$ cat src/design/scc_consts.vh
/*
 * constants for the standby and clock control block: register
 * offsets, field positions, reset values and timing counts.
 * assumes inclusion by bare name from design files only.
 */
`ifndef SCC_CONSTS_VH
`define SCC_CONSTS_VH

// register offsets on the plain register port
`define SCC_ADDR_WDT_CTRL    8'h37
`define SCC_ADDR_LCD_MODE    8'h39
`define SCC_ADDR_CPU_MODE    8'h3b
`define SCC_ADDR_TMR_MODE    8'h29
`define SCC_ADDR_STATUS      8'h2a

// field positions
`define SCC_WDT_STOP_DIS_BIT 6
`define SCC_CPU_SYSCLK_BIT   7
`define SCC_CPU_MAIN_STOP    5
`define SCC_CPU_SUB_RUN      4
`define SCC_LCD_SRC_BIT      7
`define SCC_LCD_EN_BIT       3
`define SCC_TMR_KEEP_BIT     4

// reset values
`define SCC_CPU_MODE_RST     8'h00
`define SCC_LCD_MODE_RST     8'h00
`define SCC_TMR_MODE_RST     8'h00

// watchdog preload on a control write
`define SCC_WDT_LOAD         16'hffff

// stabilisation times in microseconds, and cycles at 10 MHz
`define SCC_CLK_MHZ          10
`define SCC_MAIN_STAB_US     1000
`define SCC_MAIN_STAB_CYC    (`SCC_MAIN_STAB_US * `SCC_CLK_MHZ)
`define SCC_SUB_DIV          4
`define SCC_LCD_DIV          32

// standby states
`define SCC_ST_RUN           2'h0
`define SCC_ST_WAIT          2'h1
`define SCC_ST_STOP          2'h2
`define SCC_ST_STAB          2'h3

`endif

$ cat src/design/scc_standby_ctrl.v
/*
 * standby and clock-mode control: stop/wait states, stop lock,
 * watchdog, oscillator enables, shared timer mode register, lcd mode.
 * assumes the cpu raises one-cycle strobes for the stop and wait
 * instructions, and that irq_req is synchronous to clk.
 */
// The address map and the strobed register port were left to the implementer.
`timescale 1ns/10ps
`include "scc_consts.vh"

// Overview of operation
// - once the stop-disable bit is set, stop stays refused until reset.
// - the watchdog keeps counting in wait mode and may underflow there.
// - the watchdog halts in stop mode and runs again during stabilisation.
// - the watchdog ticks at the rate of the selected system clock.
// - stop release by interrupt clears the timer mode register but bit 4.
// - an interrupt in stop mode ends stop and restarts the oscillators that ran before stop.
// - main stabilisation delay is inserted when main both ran and drove the system clock.
// - the lcd clock source bit reads zero after reset.
// - the sub oscillator is stopped after reset.
// - reset in wait on sub clock stops sub and starts main oscillator.
module scc_standby_ctrl #(
    parameter MAIN_STAB_CYC = `SCC_MAIN_STAB_CYC
) (
    clk,
    resetn,
    addr,
    wdata,
    wr,
    rd,
    rdata,
    stop_instruction,
    wait_instruction,
    irq_req,
    cpu_clk_en,
    periph_clk_en,
    main_osc_en,
    sub_osc_en,
    sys_tick,
    lcd_timing_clock,
    wdt_underflow,
    stop_refused
);
    input  wire        clk;
    input  wire        resetn;
    input  wire [7:0]  addr;
    input  wire [7:0]  wdata;
    input  wire        wr;
    input  wire        rd;
    output reg  [7:0]  rdata;
    input  wire        stop_instruction;
    input  wire        wait_instruction;
    input  wire        irq_req;
    output wire        cpu_clk_en;
    output wire        periph_clk_en;
    output reg         main_osc_en;
    output reg         sub_osc_en;
    output wire        sys_tick;
    output wire        lcd_timing_clock;
    output reg         wdt_underflow;
    output reg         stop_refused;

    reg  [1:0]         state_ff;
    reg  [1:0]         nxt_state;
    reg                stop_lock_ff;
    reg  [7:0]         cpu_mode_ff;
    reg  [7:0]         lcd_mode_ff;
    reg  [7:0]         tmr_mode_ff;
    reg  [15:0]        wdt_cnt_ff;
    reg  [15:0]        stab_cnt_ff;
    reg                sub_halted_ff;
    reg                main_halted_ff;
    wire               sub_tick;
    wire               sub_lcd_tick;
    wire               main_sys;
    wire               wdt_run;
    wire               wdt_load;
    wire               stop_ok;
    wire               need_stab;

    localparam integer STAB_LAST_I = MAIN_STAB_CYC - 1;
    localparam [15:0]  STAB_LAST   = STAB_LAST_I[15:0];

    assign main_sys = !cpu_mode_ff[`SCC_CPU_SYSCLK_BIT];
    // system clock rate
    // no tick in stop, whichever oscillator is selected
    assign sys_tick = (state_ff != `SCC_ST_STOP) && (main_sys || sub_tick);

    scc_divider #(.DIV(`SCC_SUB_DIV)) u_sub_div (
        .clk    (clk),
        .resetn (resetn),
        .run    (sub_osc_en && state_ff != `SCC_ST_STOP),
        .tick   (sub_tick)
    );

    scc_divider #(.DIV(`SCC_LCD_DIV)) u_lcd_div (
        .clk    (clk),
        .resetn (resetn),
        .run    (lcd_mode_ff[`SCC_LCD_EN_BIT] &&
                 (lcd_mode_ff[`SCC_LCD_SRC_BIT] ? main_osc_en
                                                 : sub_osc_en) &&
                 state_ff != `SCC_ST_STOP),
        .tick   (sub_lcd_tick)
    );
    assign lcd_timing_clock = sub_lcd_tick;

    assign cpu_clk_en    = (state_ff == `SCC_ST_RUN);
    assign periph_clk_en = (state_ff == `SCC_ST_RUN) ||
                           (state_ff == `SCC_ST_WAIT);

    assign stop_ok   = !stop_lock_ff;
    assign need_stab = main_sys && !main_halted_ff;

    always @* begin
        nxt_state = state_ff;
        case (state_ff)
            `SCC_ST_RUN: begin
                if (stop_instruction && stop_ok) begin
                    nxt_state = `SCC_ST_STOP;
                end else if (wait_instruction) begin
                    nxt_state = `SCC_ST_WAIT;
                end
            end
            `SCC_ST_WAIT: begin
                if (irq_req) begin
                    nxt_state = `SCC_ST_RUN;
                end
            end
            `SCC_ST_STOP: begin
                if (irq_req) begin
                    nxt_state = need_stab ? `SCC_ST_STAB : `SCC_ST_RUN;
                end
            end
            `SCC_ST_STAB: begin
                if (stab_cnt_ff == STAB_LAST) begin
                    nxt_state = `SCC_ST_RUN;
                end
            end
            default: nxt_state = `SCC_ST_RUN;
        endcase
    end

    assign wdt_load = wr && (addr == `SCC_ADDR_WDT_CTRL) &&
                      state_ff == `SCC_ST_RUN;
    // watchdog runs in wait and stabilisation, not in stop
    assign wdt_run  = sys_tick && state_ff != `SCC_ST_STOP;

    always @(posedge clk) begin
        if (!resetn) begin
            state_ff       <= `SCC_ST_RUN;
            stop_lock_ff   <= 1'b0;
            lcd_mode_ff    <= `SCC_LCD_MODE_RST;
            cpu_mode_ff    <= `SCC_CPU_MODE_RST;
            tmr_mode_ff    <= `SCC_TMR_MODE_RST;
            wdt_cnt_ff     <= `SCC_WDT_LOAD;
            stab_cnt_ff    <= 16'h0000;
            main_osc_en    <= 1'b1;
            sub_osc_en     <= 1'b0;
            sub_halted_ff  <= 1'b0;
            main_halted_ff <= 1'b0;
            wdt_underflow  <= 1'b0;
            stop_refused   <= 1'b0;
            rdata          <= 8'h00;
        end else begin
            state_ff      <= nxt_state;
            stop_refused  <= stop_instruction && !stop_ok;
            wdt_underflow <= 1'b0;
            stab_cnt_ff   <= (state_ff == `SCC_ST_STAB) ?
                             stab_cnt_ff + 16'h0001 : 16'h0000;
            if (wr && addr == `SCC_ADDR_WDT_CTRL) begin
                if (wdata[`SCC_WDT_STOP_DIS_BIT]) begin
                    stop_lock_ff <= 1'b1;
                end
            end
            if (wr && addr == `SCC_ADDR_CPU_MODE) begin
                cpu_mode_ff <= wdata;
                main_osc_en <= !wdata[`SCC_CPU_MAIN_STOP];
                sub_osc_en  <= wdata[`SCC_CPU_SUB_RUN];
            end
            if (wr && addr == `SCC_ADDR_LCD_MODE) begin
                lcd_mode_ff <= wdata;
            end
            if (wr && addr == `SCC_ADDR_TMR_MODE) begin
                tmr_mode_ff <= wdata;
            end
            if (wdt_load) begin
                wdt_cnt_ff <= `SCC_WDT_LOAD;
            end else if (wdt_run) begin
                if (wdt_cnt_ff == 16'h0000) begin
                    wdt_underflow <= 1'b1;
                    wdt_cnt_ff    <= `SCC_WDT_LOAD;
                end else begin
                    wdt_cnt_ff <= wdt_cnt_ff - 16'h0001;
                end
            end
            if (state_ff == `SCC_ST_RUN && nxt_state == `SCC_ST_STOP) begin
                main_halted_ff <= !main_osc_en;
                sub_halted_ff  <= !sub_osc_en;
                main_osc_en    <= 1'b0;
                sub_osc_en     <= 1'b0;
            end
            if (state_ff == `SCC_ST_STOP && irq_req) begin
                tmr_mode_ff <= tmr_mode_ff & (8'h01 << `SCC_TMR_KEEP_BIT);
                main_osc_en <= !main_halted_ff;
                sub_osc_en  <= !sub_halted_ff;
            end
            if (rd) begin
                case (addr)
                    `SCC_ADDR_WDT_CTRL:
                        rdata <= {1'b0, stop_lock_ff, wdt_cnt_ff[15:10]};
                    `SCC_ADDR_CPU_MODE: rdata <= cpu_mode_ff;
                    `SCC_ADDR_LCD_MODE: rdata <= lcd_mode_ff;
                    `SCC_ADDR_TMR_MODE: rdata <= tmr_mode_ff;
                    `SCC_ADDR_STATUS:
                        rdata <= {4'h0, main_osc_en, sub_osc_en, state_ff};
                    default:            rdata <= 8'h00;
                endcase
            end else begin
                rdata <= 8'h00;
            end
        end
    end
endmodule // scc_standby_ctrl

$ cat src/design/scc_divider.v
/*
 * enable-pulse divider: one-cycle pulse every DIV clocks while run is
 * high. assumes one clock domain and a synchronous active-low reset.
 */
`timescale 1ns/10ps

module scc_divider #(
    parameter DIV = 4
) (
    clk,
    resetn,
    run,
    tick
);
    input  wire       clk;
    input  wire       resetn;
    input  wire       run;
    output wire       tick;

    reg  [7:0]        cnt_ff;
    wire [7:0]        nxt_cnt;

    localparam integer LAST_I = DIV - 1;
    localparam [7:0]   LAST   = LAST_I[7:0];

    assign nxt_cnt = (!run || cnt_ff == LAST) ? 8'h00 : cnt_ff + 8'h01;
    assign tick    = run && (cnt_ff == LAST);

    always @(posedge clk) begin
        if (!resetn) begin
            cnt_ff <= 8'h00;
        end else begin
            cnt_ff <= nxt_cnt;
        end
    end
endmodule // scc_divider

$ cat config.mk
export PLATFORM = sky130hd
export DESIGN_NAME = scc_standby_ctrl
export DESIGN_NICKNAME = d
export VERILOG_FILES = /design/src/design/scc_standby_ctrl.v /design/src/design/scc_divider.v
export VERILOG_INCLUDE_DIRS = /design/src /design/src/design
export SDC_FILE = /design/constraint.sdc
export NUM_CORES = 1
export LEC_CHECK = 0
export BUFFER_PORTS_ARGS = -buffer_cell sky130_fd_sc_hd__buf_2
export CAP_MARGIN = 20
export CORE_MARGIN = 2
export CORE_UTILIZATION = 53
export DETAILED_ROUTE_END_ITERATION = 10
export PLACE_DENSITY = 0.73
export SLEW_MARGIN = 20
export SYNTH_ARGS = -nofsm -noshare
export SYNTH_HDL_FRONTEND = slang
export SYNTH_SLANG_ARGS = --single-unit
export TNS_END_PERCENT = 100
$ cat constraint.sdc
create_clock -name clk -period 3.6 [get_ports clk]
set_input_delay 0.36 -clock clk [delete_from_list [all_inputs] [get_ports clk]]
set_output_delay 0.36 -clock clk [all_outputs]
set_load 0.005 [all_outputs]
==> out/metrics.cfg <==
[timing]
relSlewSlack=0.4191
finalCritPeriodShare=0.6221
fmax_mhz=446.5
fin_skew_ns=0.01145
fin_setup_tns_ns=0
slew_viol_final=0
hold_viol=0
tightest_slew_ns=0.8648
rsz0062_at_grt=false
setup_viol=0
finalCriticalPeriod_ns=2.240

[detailed_routing]
wl_mm=8.313
first_pass_iters=4
ant_nets=0
wl_per_cell_microns=14.28
avgViaCountPerCell=5.646
drt-initial-drc-count=187
drc=0
vias=3286

[clock_network]
root_buffer=clkbuf_8
clock-sinks=89
cts_max_path_buffers=2
cts_resized=0
cts_tree=yes
htree_levels=3
clk_pin_slew_ns=0.09
cts-buffers-inserted=9
ctsHoldBuffers=0
worstSkewPairLatency_ns=0.36
post_cts_buffers=0

[logic_synthesis]
synth_edf_count=0
synth.distinct_cells=61
avgSynthCellArea_sq_um=9.116
netlist_area_sq_um=4020
yosysWarnings=0
seq_area_frac_synth=0.4432
synth_cells=441
yosys.area.top_type=dfxtp_1
synthTopCellsByArea=dfxtp_1 (44%), nor2_1 (4.9%), mux2i_1 (4.7%)
synth_ff_type=dfxtp_1
synthesis.nets=469
synthArstFlopShare=0
yosysTopAreaCellShare=0.4432
ys_seq_elements=89

[worst_setup_path]
crit_fanout=7
criticalPathCategory=flip-flop to output port
path_delay_family=simple AND/OR/NAND/NOR gates
cp-end-kind=output port
path_cells=or4_4 -> o21ai_4 -> nand2_2 -> inv_2 -> buf_2
r2r_cells=5
critical_path.max_stage_delay_ns=0.57
cp_num_cells=5
cp_data_arrival_time_ns=1.88
cp.required_ns=3.24
worst-path-buf-inv=2
critPathLaunchType=flip-flop
slowest_stage=or4_4

[floorplanning]
row_count=31
die_w_microns=91.09
dieArea_sq_um=8297
die_height_microns=91.09
fp.coreArea_sq_um=7292
ios=39
initial_core_util=0.5513

[run_status]
status=finished, final reports clean

[cells_and_area]
antenna_cells=0
areaGrowthSynthToFinish_pct=12.85
nFillCells=680
nets=506
drive_gt1_frac=0.1656

[grt]
overflow=0
grt_max_degree=32
grt_pass1_vias=3102
antenna_found_initial=0
grt_usage=0.2116
grt_pass1_wl_mm=14.28

[power_and_ir_drop]
ir_drop_mv=0.2206
leakagePower_nw=1.717
p_per_area_nw_per_um2=429.9
finalPower_mw=1.950

[run]
maxCapViolCount=0

[place]
place_hpwl_mm=6.048
port_buffers=38
place_congestion=0.8650

[hold_path]
min_delay_path_depth=3
min_path_type=primary input to flip-flop

## kinds of logic after synthesis
family	share of synthesized area
XOR/XNOR	0.06754
AND/OR/NAND/NOR	0.2683
buffers and inverters	0.02521
multiplexers	0.07252
flip-flops	0.4432
adder cells (fa/ha/maj)	0.01556
AO/OA/AOI/OAI	0.1077
## worst reg2reg max path: cells and delay by family, from the launching register on
family | cells | cell delay [ns]
AND/OR/NAND/NOR | 4 | 1.20
AO/OA/AOI/OAI | 1 | 0.39
flip-flops | 1 | 0.37
## per-stage QoR
| stage | instances | utilization | setup WS, ns | instance area, sq um | hold WS, ns |
|---|---|---|---|---|---|
| 6_report | 582 | 0.6222 | 1.360 | 4537 | 0.2719 |
| 5_1_grt | 582 | 0.6222 | 1.266 | 4537 | 0.2800 |
| 4_1_cts | 582 | 0.6213 | 1.333 | 4531 | 0.2648 |
| 3_5_place_dp | 566 | 0.5887 | 1.526 | 4293 | 0.4381 |
| 3_3_place_gp | 566 | 0.5887 | 1.548 | 4293 | 0.4230 |
| 2_1_floorplan | 441 | - | 1.811 | 4020 | 0.4130 |
## where the power goes
group | switching, mW | leakage [nW] | internal [mW] | total, mW
combinational | 0.0797 | 0.877 | 0.0575 | 0.137
clock | 0.352 | 0.120 | 0.434 | 0.786
sequential | 0.0263 | 0.719 | 1.00 | 1.03
## cell usage in the layout, fill, tap and decap left out, types with 8 or more instances in the layout
cell type,n
nor3_1,8
xor2_1,10
a21oi_1,13
nor2_1,53
dfxtp_1,89
xnor2_1,21
nand2_1,37
mux2i_1,19
mux2_2,9
buf_2,38
clkbuf_8,11
nand4_1,9
nand3_1,29
nor2b_1,14
inv_1,11
## flip-flops by register name, indices dropped and copies added, names as in the netlist, 2 cells and up
name and cells:
cpu_mode_ff 8, lcd_mode_ff 8, rdata 8, stab_cnt_ff 16, state_ff 2, tmr_mode_ff 8, u_lcd_div.cnt_ff 8, u_sub_div.cnt_ff 8
wdt_cnt_ff 16
## cell usage after synthesis, drive strengths merged (3+ instances only)
| library cell | n |
|---|---|
| and2 | 4 |
| nor2b | 14 |
| o31ai | 3 |
| inv | 12 |
| nor2 | 54 |
| a22oi | 7 |
| clkbuf | 11 |
| and3 | 6 |
| a21oi | 13 |
| dfxtp | 89 |
| buf | 3 |
| nand4 | 9 |
| o21ai | 11 |
| ha | 5 |
| nand2b | 3 |
| nor4 | 5 |
| nor4b | 3 |
| xor2 | 10 |
| nand3 | 30 |
| or3 | 6 |
| xnor2 | 21 |
| or4 | 5 |
| nor3 | 9 |
| a22o | 4 |
| and4b | 3 |
| mux2i | 19 |
| mux2 | 9 |
| nand2 | 39 |
| a21boi | 7 |
## final timing paths
| kind | from | endpoint | slack [ns] |
|---|---|---|---|
| setup reg to reg | wdt_cnt_ff[3] | wdt_cnt_ff[4] | 1.57 |
| setup / recovery | u_sub_div.cnt_ff[3] | sys_tick | 1.36 |
| hold reg to reg | stab_cnt_ff[0] | stab_cnt_ff[0] | 0.45 |
| hold / removal | wdata[1] | tmr_mode_ff[1] | 0.27 |
## per-layer routing
| metal | part of all wire | track usage |
|---|---|---|
| met1 | 0.46 | 0.2721 |
| met2 | 0.47 | 0.3469 |
| met3 | 0.050 | 0.03983 |
| met4 | 0.019 | 0.09217 |
| met5 | 0 | 0 |
## cell type report
class	instances	area, sq um	area share
clock inverters	5	86.33	0.01903
flip-flops and latches	89	1782	0.3927
inverters	12	45.04	0.009928
well taps	99	123.9	0.02730
clock buffers	11	151.4	0.03337
multi-input cells	326	2143	0.4724
repair buffers	40	205.2	0.04523
Power figures use the tool's default switching activity.
